==> config.mk <==
export PLATFORM = sky130hd
export DESIGN_NAME = irq_prio_two
export DESIGN_NICKNAME = d
export VERILOG_FILES = /design/src/irq_prio_two_pkg.sv /design/src/irq_prio_two.sv
export SDC_FILE = /design/constraint.sdc
export NUM_CORES = 1
export LEC_CHECK = 0
export BUFFER_PORTS_ARGS = -buffer_cell sky130_fd_sc_hd__buf_2
export CAP_MARGIN = 0
export CELL_PAD_IN_SITES_DETAIL_PLACEMENT = 0
export CELL_PAD_IN_SITES_GLOBAL_PLACEMENT = 1
export CORE_ASPECT_RATIO = 1.4
export CORE_MARGIN = 2
export CORE_UTILIZATION = 30
export CTS_CLUSTER_SIZE = 40
export DETAILED_ROUTE_END_ITERATION = 12
export GPL_ROUTABILITY_DRIVEN = 0
export GPL_TIMING_DRIVEN = 0
export PLACE_DENSITY_LB_ADDON = 0.1
export SYNTH_ARGS = -nofsm -noshare
export SYNTH_HDL_FRONTEND = slang
export SYNTH_SLANG_ARGS = --single-unit
==> constraint.sdc <==
create_clock -name clock -period 1.6 [get_ports clock]
set_clock_uncertainty 0.2 [all_clocks]
set_input_delay 0.08 -clock clock [delete_from_list [all_inputs] [get_ports clock]]
set_output_delay 0.08 -clock clock [all_outputs]
set_load 0.01 [all_outputs]
==> src/irq_prio_two_pkg.sv <==
package irq_prio_two_pkg;

  // special-function address of the priority register
  localparam logic [7:0] PRIO_TWO_ADDR  = 8'hF7;
  // reset value: every source at the low level
  localparam logic [7:0] PRIO_TWO_RESET = 8'h00;
  // writable bits; bit 6 is held at zero
  localparam logic [7:0] PRIO_TWO_WMASK = 8'hBF;

  // field positions
  localparam int BIT_CLOCK_VALID = 7;
  localparam int BIT_RESERVED    = 6;
  localparam int BIT_EXT_IRQ7    = 5;
  localparam int BIT_EXT_IRQ6    = 4;
  localparam int BIT_EXT_IRQ5    = 3;
  localparam int BIT_EXT_IRQ4    = 2;
  localparam int BIT_CONV_DONE   = 1;
  localparam int BIT_TIMER_THREE = 0;

  // number of sources; the three-bit width of a source index is set in grant_s
  localparam int NUM_SRC = 7;

  // source index order used by the arbiter (lowest index wins a tie)
  localparam logic [2:0] SRC_CLOCK_VALID = 3'h0;
  localparam logic [2:0] SRC_EXT_IRQ7    = 3'h1;
  localparam logic [2:0] SRC_EXT_IRQ6    = 3'h2;
  localparam logic [2:0] SRC_EXT_IRQ5    = 3'h3;
  localparam logic [2:0] SRC_EXT_IRQ4    = 3'h4;
  localparam logic [2:0] SRC_CONV_DONE   = 3'h5;
  localparam logic [2:0] SRC_TIMER_THREE = 3'h6;

  // per-source priority levels as one bundle
  typedef struct packed {
    logic clock_valid_priority;
    logic ext_irq7_priority;
    logic ext_irq6_priority;
    logic ext_irq5_priority;
    logic ext_irq4_priority;
    logic conversion_done_priority;
    logic timer_three_priority;
  } prio_levels_s;

  // grant presented to the core
  typedef struct packed {
    logic       valid;
    logic       high;
    logic [2:0] src;
  } grant_s;

endpackage : irq_prio_two_pkg

==> src/irq_prio_two.sv <==
// Notes on behaviour
// - bit 7 sets clock-valid interrupt priority
// - bit 6 reserved, reads zero, write zero
// - bit 5 sets external interrupt 7 priority
// - bit 4 sets external interrupt 6 priority
// - bit 3 sets external interrupt 5 priority
// - bit 2 sets external interrupt 4 priority
// - bit 1 sets conversion-done interrupt priority
// - bit 0 sets timer 3 priority
`timescale 1ns/1ps
`default_nettype none

module irq_prio_two (
  input  wire logic                          clock,            // system clock
  input  wire logic                          rst,              // sync reset, high
  input  wire logic [7:0]                    sfr_addr,         // sfr address
  input  wire logic                          sfr_wr,           // write strobe
  input  wire logic [7:0]                    sfr_wdata,        // write data
  output logic      [7:0]                    sfr_rdata,        // registered read data
  input  wire logic [6:0]                    irq_pending,      // requests, index = SRC_*
  input  wire logic                          in_service_low,   // core runs a low isr
  input  wire logic                          in_service_high,  // core runs a high isr
  output irq_prio_two_pkg::prio_levels_s     prio_levels,      // per-source level
  output irq_prio_two_pkg::grant_s           grant             // arbiter choice
);

  // priority register and its next value
  logic [7:0]                    reg_q;
  logic [7:0]                    reg_d;
  // registered read port and its next value
  logic [7:0]                    rdata_q;
  logic [7:0]                    rdata_d;
  // arbiter result, registered toward the core
  irq_prio_two_pkg::grant_s      grant_q;
  irq_prio_two_pkg::grant_s      grant_d;
  // arbiter view of the register, indexed like irq_pending
  logic [6:0]                    lvl;      // levels by source index, 1 = high
  logic [6:0]                    hi_req;   // pending requests at the high level
  logic [6:0]                    lo_req;   // pending requests at the low level

  // register update; reserved bit can never be stored, so a careless
  // write of ones cannot make bit 6 read back as one
  always_comb begin
    reg_d = reg_q; // hold between writes
    if (sfr_wr && sfr_addr == irq_prio_two_pkg::PRIO_TWO_ADDR) begin
      // whole byte taken in one edge; other addresses leave it alone
      reg_d = sfr_wdata & irq_prio_two_pkg::PRIO_TWO_WMASK;
    end
  end

  // read data follows the address one cycle later, any address reads zero elsewhere;
  // reg_d rather than reg_q is shown, so a read in the write cycle sees the new byte
  always_comb begin
    rdata_d = 8'h00; // unmapped addresses read zero
    if (sfr_addr == irq_prio_two_pkg::PRIO_TWO_ADDR) begin
      rdata_d = reg_d;
      // forced again here so the read port stays clean even if the mask changes
      rdata_d[irq_prio_two_pkg::BIT_RESERVED] = 1'b0;
    end
  end

  // map register bits to sources in arbiter order; the register lists sources
  // from bit 7 down while the arbiter counts from index 0 up, so the table
  // below is the only place where the two orders meet
  // a set lvl bit means that source sits at the high level
  always_comb begin
    lvl[irq_prio_two_pkg::SRC_CLOCK_VALID] = reg_q[irq_prio_two_pkg::BIT_CLOCK_VALID];
    lvl[irq_prio_two_pkg::SRC_EXT_IRQ7]    = reg_q[irq_prio_two_pkg::BIT_EXT_IRQ7];
    lvl[irq_prio_two_pkg::SRC_EXT_IRQ6]    = reg_q[irq_prio_two_pkg::BIT_EXT_IRQ6];
    lvl[irq_prio_two_pkg::SRC_EXT_IRQ5]    = reg_q[irq_prio_two_pkg::BIT_EXT_IRQ5];
    lvl[irq_prio_two_pkg::SRC_EXT_IRQ4]    = reg_q[irq_prio_two_pkg::BIT_EXT_IRQ4];
    lvl[irq_prio_two_pkg::SRC_CONV_DONE]   = reg_q[irq_prio_two_pkg::BIT_CONV_DONE];
    lvl[irq_prio_two_pkg::SRC_TIMER_THREE] = reg_q[irq_prio_two_pkg::BIT_TIMER_THREE];
    hi_req = irq_pending & lvl;
    lo_req = irq_pending & ~lvl;
  end

  // arbitration: any high request beats all low ones; a high request may
  // interrupt a low isr, nothing interrupts a high isr, a low request waits
  // until no isr runs. fixed index order breaks ties inside one level.
  // the core's own nesting state comes in on in_service_low/high; this block
  // only decides whom to offer, the core still decides when to take the vector
  always_comb begin
    grant_d = '0; // nothing offered unless a branch below finds a request
    // a running high isr blocks every request, whatever its level
    if (!in_service_high) begin
      // any high request wins over every low one
      if (hi_req != 7'h00) begin
        grant_d.valid = 1'b1;
        grant_d.high  = 1'b1;
        for (int i = irq_prio_two_pkg::NUM_SRC - 1; i >= 0; i--) begin
          if (hi_req[i]) begin
            grant_d.src = 3'(i);
          end
        end
        // no high request: low ones wait until no isr runs at all
      end else if (lo_req != 7'h00 && !in_service_low) begin
        grant_d.valid = 1'b1;
        for (int i = irq_prio_two_pkg::NUM_SRC - 1; i >= 0; i--) begin
          if (lo_req[i]) begin
            grant_d.src = 3'(i);
          end
        end
      end
    end
  end

  // priority register; a synchronous reset puts every source back at the low
  // level, so nothing is promoted before software has set the byte up
  always_ff @(posedge clock) begin
    if (rst) begin
      reg_q <= irq_prio_two_pkg::PRIO_TWO_RESET; // all sources low
    end else begin
      reg_q <= reg_d;
    end
  end

  // read port register; cleared in reset so the bus never sees stale data
  always_ff @(posedge clock) begin
    if (rst) begin
      rdata_q <= 8'h00;
    end else begin
      rdata_q <= rdata_d;
    end
  end

  // grant register; it costs one cycle of latency but keeps the core's
  // vector fetch off the arbiter's combinational path
  always_ff @(posedge clock) begin
    if (rst) begin
      grant_q <= '0; // no offer while in reset
    end else begin
      grant_q <= grant_d;
    end
  end

  // registered outputs toward the bus and the core
  assign sfr_rdata = rdata_q;
  assign grant     = grant_q;

  // per-source levels straight from the register flops; the struct lists
  // clock-valid first, so each field is wired by name and never through a
  // cast of the index-ordered lvl vector, whose bit order is the reverse
  always_comb begin
    prio_levels.clock_valid_priority     = reg_q[irq_prio_two_pkg::BIT_CLOCK_VALID];
    prio_levels.ext_irq7_priority        = reg_q[irq_prio_two_pkg::BIT_EXT_IRQ7];
    prio_levels.ext_irq6_priority        = reg_q[irq_prio_two_pkg::BIT_EXT_IRQ6];
    prio_levels.ext_irq5_priority        = reg_q[irq_prio_two_pkg::BIT_EXT_IRQ5];
    prio_levels.ext_irq4_priority        = reg_q[irq_prio_two_pkg::BIT_EXT_IRQ4];
    prio_levels.conversion_done_priority = reg_q[irq_prio_two_pkg::BIT_CONV_DONE];
    prio_levels.timer_three_priority     = reg_q[irq_prio_two_pkg::BIT_TIMER_THREE];
  end

  // checks; all run on the system clock, and all but the reset check sleep in reset
  // the map checks compare against raw register bits on purpose, so a slip
  // in the field positions or in the struct wiring shows up at once
  // the arbiter checks look one cycle back, because the grant is registered
  a_reserved_zero: assert property (@(posedge clock) disable iff (rst)
    !reg_q[irq_prio_two_pkg::BIT_RESERVED] && !sfr_rdata[irq_prio_two_pkg::BIT_RESERVED])
    else $error("reserved bit not zero");
  a_write_takes: assert property (@(posedge clock) disable iff (rst)
    sfr_wr && sfr_addr == irq_prio_two_pkg::PRIO_TWO_ADDR
    |=> reg_q == ($past(sfr_wdata) & irq_prio_two_pkg::PRIO_TWO_WMASK))
    else $error("write not stored");
  a_clock_valid_map: assert property (@(posedge clock) disable iff (rst)
    prio_levels.clock_valid_priority == reg_q[7]) else $error("bit 7 map");
  a_irq7_map: assert property (@(posedge clock) disable iff (rst)
    prio_levels.ext_irq7_priority == reg_q[5]) else $error("bit 5 map");
  a_irq6_map: assert property (@(posedge clock) disable iff (rst)
    prio_levels.ext_irq6_priority == reg_q[4]) else $error("bit 4 map");
  a_irq5_map: assert property (@(posedge clock) disable iff (rst)
    prio_levels.ext_irq5_priority == reg_q[3]) else $error("bit 3 map");
  a_irq4_map: assert property (@(posedge clock) disable iff (rst)
    prio_levels.ext_irq4_priority == reg_q[2]) else $error("bit 2 map");
  a_conv_map: assert property (@(posedge clock) disable iff (rst)
    prio_levels.conversion_done_priority == reg_q[1]) else $error("bit 1 map");
  a_timer_map: assert property (@(posedge clock) disable iff (rst)
    prio_levels.timer_three_priority == reg_q[0]) else $error("bit 0 map");
  a_high_first: assert property (@(posedge clock) disable iff (rst)
    (irq_pending & lvl) != 7'h00 && !in_service_high
    |=> grant.valid && grant.high
        && ((($past(lvl) >> grant.src) & 7'h01) != 7'h00)) else $error("high not first");
  a_no_low_preempt: assert property (@(posedge clock) disable iff (rst)
    in_service_low |=> !(grant.valid && !grant.high)) else $error("low preempted low");

  // reset and read-back checks
  a_reset_value: assert property (@(posedge clock)
    rst |=> reg_q == irq_prio_two_pkg::PRIO_TWO_RESET && sfr_rdata == 8'h00)
    else $error("reset value not restored");
  a_read_image: assert property (@(posedge clock) disable iff (rst)
    sfr_addr == irq_prio_two_pkg::PRIO_TWO_ADDR |=> sfr_rdata == reg_q)
    else $error("read image differs");
  // arbiter checks
  a_high_isr_blocks: assert property (@(posedge clock) disable iff (rst)
    in_service_high |=> !grant.valid) else $error("grant during high isr");
  a_low_waits: assert property (@(posedge clock) disable iff (rst)
    in_service_low && (irq_pending & lvl) == 7'h00 |=> !grant.valid)
    else $error("low request granted during low isr");
  a_low_granted: assert property (@(posedge clock) disable iff (rst)
    (irq_pending & ~lvl) != 7'h00 && (irq_pending & lvl) == 7'h00
    && !in_service_low && !in_service_high
    |=> grant.valid && !grant.high) else $error("low request not granted");
  a_grant_pending: assert property (@(posedge clock) disable iff (rst)
    grant.valid |-> ((($past(irq_pending) >> grant.src) & 7'h01) != 7'h00))
    else $error("grant for a source not pending");
  a_low_level_alone: assert property (@(posedge clock) disable iff (rst)
    grant.valid && !grant.high |-> $past(irq_pending & lvl) == 7'h00)
    else $error("low grant beside a high request");

  // scenarios worth seeing at least once: mixed levels, preemption, a full
  // write, a plain low grant and requests held off by a high isr
  c_high_over_low: cover property (@(posedge clock) disable iff (rst)
    ((irq_pending & lvl) != 7'h00) && ((irq_pending & ~lvl) != 7'h00));
  c_preempt: cover property (@(posedge clock) disable iff (rst)
    in_service_low ##1 grant.valid && grant.high);
  c_write_all: cover property (@(posedge clock) disable iff (rst) reg_q == 8'hBF);
  c_low_grant: cover property (@(posedge clock) disable iff (rst)
    grant.valid && !grant.high);
  c_high_isr_hold: cover property (@(posedge clock) disable iff (rst)
    in_service_high && irq_pending != 7'h00);

endmodule : irq_prio_two

`default_nettype wire

; Yosys cells after proc, flatten, opt, wreduce, memory -nomap -nowiden
; Index checks and enable logic that the tools add are counted.
[totals]
regBits = 20
latch_bits = 0
in_bits = 28
ramBits = 0
romBits = 0
mem_count = 0
[op_classes]
eq_ne = 1
mux = 20
add_sub_neg = 0
div = 0
multipliers = 0
bitwise = 4
order_cmp = 0
shift = 0
reduce_logical = 7
[op_table]
columns = operator, n
row1 = $mux 3, 16
row2 = $and 7x7->7, 2
row3 = $reduce_bool 7->1, 2
row4 = $eq 8x8->1 const B, 1
row5 = $mux 8, 1
row6 = $not 7->7, 1
row7 = $reduce_or 2->1, 2
row8 = $mux 1, 3
row9 = $logic_and 1x1->1, 2
row10 = $logic_not 1->1, 1
row11 = $not 1->1, 1

; Longest topological paths before layout
[depth]
depth_word = 11
mapped_depth = 5

; Worst setup path after synthesis
; No wires, ideal clock.
[synth_timing]
path_kind = register to register
startpoint = register reg_q[2]
endpoint = register grant_q, in the netlist grant[4]
stages_incl_launch_ff = 5
synth_period_minus_slack_ns = 1.452
path_buffers = 0
setup_ns = 0.121
arrival_ns = 1.132
setup_slack_ns = 0.148
cell_sequence = dfxtp_1 > a222oi_1 > nand3_1 > a21oi_1 > a21oi_1
[synth_between]
elab_chain_len = 6
elab_cells_between_ends = 8
classes_between = mux: 2 / bitwise: 3 / reduce/logical: 3
[synth_rtl]
columns = item, line
row1 = start: declaration, irq_prio_two.sv:28  ; logic [7:0] reg_q;
row2 = start signal: assignment, irq_prio_two.sv:112  ; reg_q <= irq_prio_two_pkg::PRIO_TWO_RESET;
row3 = start signal: assignment, irq_prio_two.sv:114  ; reg_q <= reg_d;
row4 = $not 7->7, irq_prio_two.sv:75  ; lo_req = irq_pending & ~lvl;
row5 = $and 7x7->7, irq_prio_two.sv:75
row6 = $reduce_bool 7->1, irq_prio_two.sv:97  ; end else if (lo_req != 7'h00 && !in_service_low) begin
row7 = $logic_and 1x1->1, irq_prio_two.sv:97
row8 = $mux 1, irq_prio_two.sv:97
row9 = $mux 1 (*), irq_prio_two.sv:88  ; if (hi_req != 7'h00) begin
row10 = end signal: assignment, irq_prio_two.sv:133  ; grant_q <= grant_d;
row11 = end: declaration, irq_prio_two.sv:34  ; irq_prio_two_pkg::grant_s grant_q;
; Every way passes the cells marked *; elsewhere a longest branch is shown, timed or not.
; A chain may end at the register's enable or synchronous reset.

; Worst setup path after layout
[layout_timing]
startpoint = input irq_pending[6]
endpoint = register grant_q, in the netlist grant[0]
[layout_between]
elab_chain_len = 5
elab_cells_between_ends = 7
classes_between = mux: 2 / bitwise: 2 / reduce/logical: 3
[layout_rtl]
columns = item, line
row1 = start: declaration, irq_prio_two.sv:20  ; input wire logic [6:0] irq_pending,
row2 = $and 7x7->7, irq_prio_two.sv:75
row3 = $reduce_bool 7->1, irq_prio_two.sv:97
row4 = $logic_and 1x1->1, irq_prio_two.sv:97
row5 = $mux 3, irq_prio_two.sv:97
row6 = $mux 3 (*), irq_prio_two.sv:88
; Marks and branches as above.

==> flow_summary.yaml <==
timing:
  hold_viol: 0
  fin_setup_tns_ns: 0
  min_period_ns: 1.53
  clock.fmax_mhz: 653
  setup_viol: 0
  worst_slack_ns: 0.0675
  grt_setup_unrepaired: "no"
  slew_violations: 0
  hold_slack_ns: 0.0539
  fin_crit_sh_pct: 95.8
worst_setup_path:
  cp_slowest_stage_delay_ns: 0.53
  worstPathMaxFanout: 3
  cp.arrival_ns: 1.55
  cp-end-kind: "register"
  cp_num_buf_inv: 2
  critPathKind: "in2reg"
  crit_chain: "dlygate4sd3_1 > buf_2 > a222oi_1 > nand3_2 > o32ai_2"
  cp_slowest_cell: "dlygate4sd3_1"
  crit_required_ns: 1.62
  cpLargestDelayFamily: "buffers and inverters"
  start_kind: "input port"
global_routing:
  grt_usage_pct: 14.3
  grt-ovfl-total: 0
  use_met1_pct: 16.3
  first_global_vias: 848
  use_met2_pct: 25.3
  grt_pass1_wl_um: 3610
  grtUsageMet3_pct: 2.91
  busiest_layer: "met2"
  grt_max_degree: 12
  antenna_found_initial: 0
power_and_ir_drop:
  report.power.total_uw: 828
  p_clk_share_pct: 28.9
  irDropWorstVdd_mv: 0.384
  cellLeakagePower_nw: 0.620
  p_sw_uw: 195
  p_int_uw: 633
  swShare_pct: 23.6
  share_comb_of_total_power_pct: 13.8
  p_seq_share_pct: 57.3
  power_density_nw_per_um2: 616
floorplan:
  fp.dieW_um: 49.0
  core.rowCount: 22
  core_area_um2: 2670
  initial_core_util_pct: 31.8
  ioPinCount: 48
  dieArea_um2: 3280
  die_h_um: 67.0
route:
  first_iter_violations: 14
  wl_um: 2090
  wl_per_cell_um: 10.8
  first_pass_iters: 5
  drc: 0
  viasPerCell: 4.48
  route.vias.total: 864
  final_antenna_net_count: 0
logic_synthesis:
  syn_inst: 90
  yosys_warnings: 0
  syn_nets: 118
  synth-seq-cells: 19
  seq_area_frac_synth_pct: 44.8
  yosysUniqueCellTypes: 34
  syn_area_um2: 850
  syn_avg_cell_area_um2: 9.44
clocking:
  clock-sinks: 19
  htree_levels: 1
  cts_tree: "done"
  clk_latency_ns: 0.29
  cts-buffers-inserted: 3
  path_clk_slew_ns: 0.11
  cts_root_buf: "clkbuf_4"
  clockBufferDepth: 2
finish:
  syn2layout_area_growth_pct: 58.2
  instances_no_fill: 193
  nFillCells: 278
  final_nets: 186
  drive_gt1_share_pct: 42.0
  multi_input_area_um2: 458
  ff_latch_area_um2: 385
  diodes: 0
placed_design:
  place_ws_ns: 0.0294
  place_inst: 170
  dp_hpwl_um: 1580
  port_buffers: 44
job:
  drv_cap: 0
outcome:
  status: "finished, final reports clean"
min_path:
  hold_path_class: "in2reg"
## power groups by stage
stage,Combinational [mW],Sequential [mW],Clock (mW)
5_1_grt,0.126,0.474,0.275
3_5_place_dp,0.0842,0.486,0
2_1_floorplan,0.0358,0.488,0
6_report,0.114,0.474,0.240
4_1_cts,0.112,0.476,0.256
3_3_place_gp,0.0828,0.486,0
## Yosys cell counts (all sizes together)
cell type	instances	share of area, %
inv	3	1.3
nor3	1	1.9
or2	1	0.74
buf	2	1.5
nand2	4	1.8
a22oi	1	0.88
o32ai	1	1.9
or3b	1	1.0
a41o	1	1.2
a21boi	1	0.88
a222oi	1	1.2
o311ai	1	1.0
o21ai	2	1.2
mux2i	7	8.2
nand3	3	1.8
nor2b	4	2.9
and2	1	0.74
o221ai	1	1.0
nand4	1	1.5
nor2	17	7.5
clkbuf	1	0.44
a21oi	5	3.4
conb	1	0.44
or3	1	0.74
a22o	1	1.0
a32o	1	1.2
nand4b	3	4.9
nand2b	4	2.9
dfxtp	19	45
## stage by stage
step | util (%) | instance area (um2)
2_1_floorplan | - | 850
3_3_place_gp | 41.8 | 1110
3_5_place_dp | 41.8 | 1110
4_1_cts | 48.7 | 1300
5_1_grt | 50.3 | 1340
6_report | 50.3 | 1340
## metal layers
metal / vias to the layer above / wire length [um]
met1: 390 / 886
met3: 2 / 90
met4: 0 / 22
met5: - / 0
li1: 450 / -
met2: 22 / 1090
## cells in the final DEF, fill, tap and decap left out, types with 2 or more instances in the layout
cell | Yosys | layout
clkbuf_4 | 0 | 3
dfxtp_1 | 19 | 17
mux2i_1 | 7 | 7
dlygate4sd3_1 | 0 | 15
buf_2 | 1 | 45
nor2b_1 | 4 | 4
nand2_1 | 4 | 4
buf_4 | 1 | 5
nand3_1 | 3 | 2
nand2b_1 | 4 | 4
a21oi_2 | 1 | 2
a21oi_1 | 4 | 3
nand4b_1 | 2 | 2
nor2_1 | 17 | 17
inv_1 | 2 | 2
## layout make-up
type                    instances  area share, %
flip-flops and latches         19           28.7
repair buffers                 63           29.8
well taps                      36           3.35
multi-input cells              65           34.1
clock inverters                 1          0.372
inverters                       3          0.838
clock buffers                   3           1.68
plain buffers                   3           1.21
## worst register-to-register path, cell delays in order, from the launching register on
cell	delay [ns]
dfxtp_4	0.36
a222oi_1	0.44
nand3_2	0.19
o32ai_2	0.27
## worst paths after layout
path | slack (ns) | end | startpoint | cells past startpoint
max reg2reg | 0.07 | grant[0] | reg_q[2] | 3
max | 0.07 | grant[0] | irq_pending[6] | 5
min reg2reg | 0.38 | reg_q[5] | reg_q[5] | 2
min | 0.05 | reg_q[5] | sfr_wr | 5
## timing repair
item | in CTS | in global routing
pin swaps | 1 | 3
buffers inserted | 1 | 3
gates resized for setup | 0 | 7
endpoints found under the setup margin | 1 | 4
endpoints found under the hold margin | 19 | 0
hold buffers | 15 | 0
## registers in the layout, summed over array words and instances (netlist names)
name	cells
reg_q	7
sfr_rdata	7
grant	5
## logic make-up (layout without fill, tap and decap cells)
logic type / Yosys count / in the layout / share of synthesized area [%]
and+or+nand+nor: 41 / 41 / 28.4
muxes: 7 / 7 / 8.25
DFF: 19 / 19 / 44.8
AOI/OAI and AO/OA: 16 / 16 / 14.9
other: 1 / 1 / 0.441
buffers and inverters: 6 / 73 / 3.24
No activity file was read; power rests on OpenSTA's default activity.
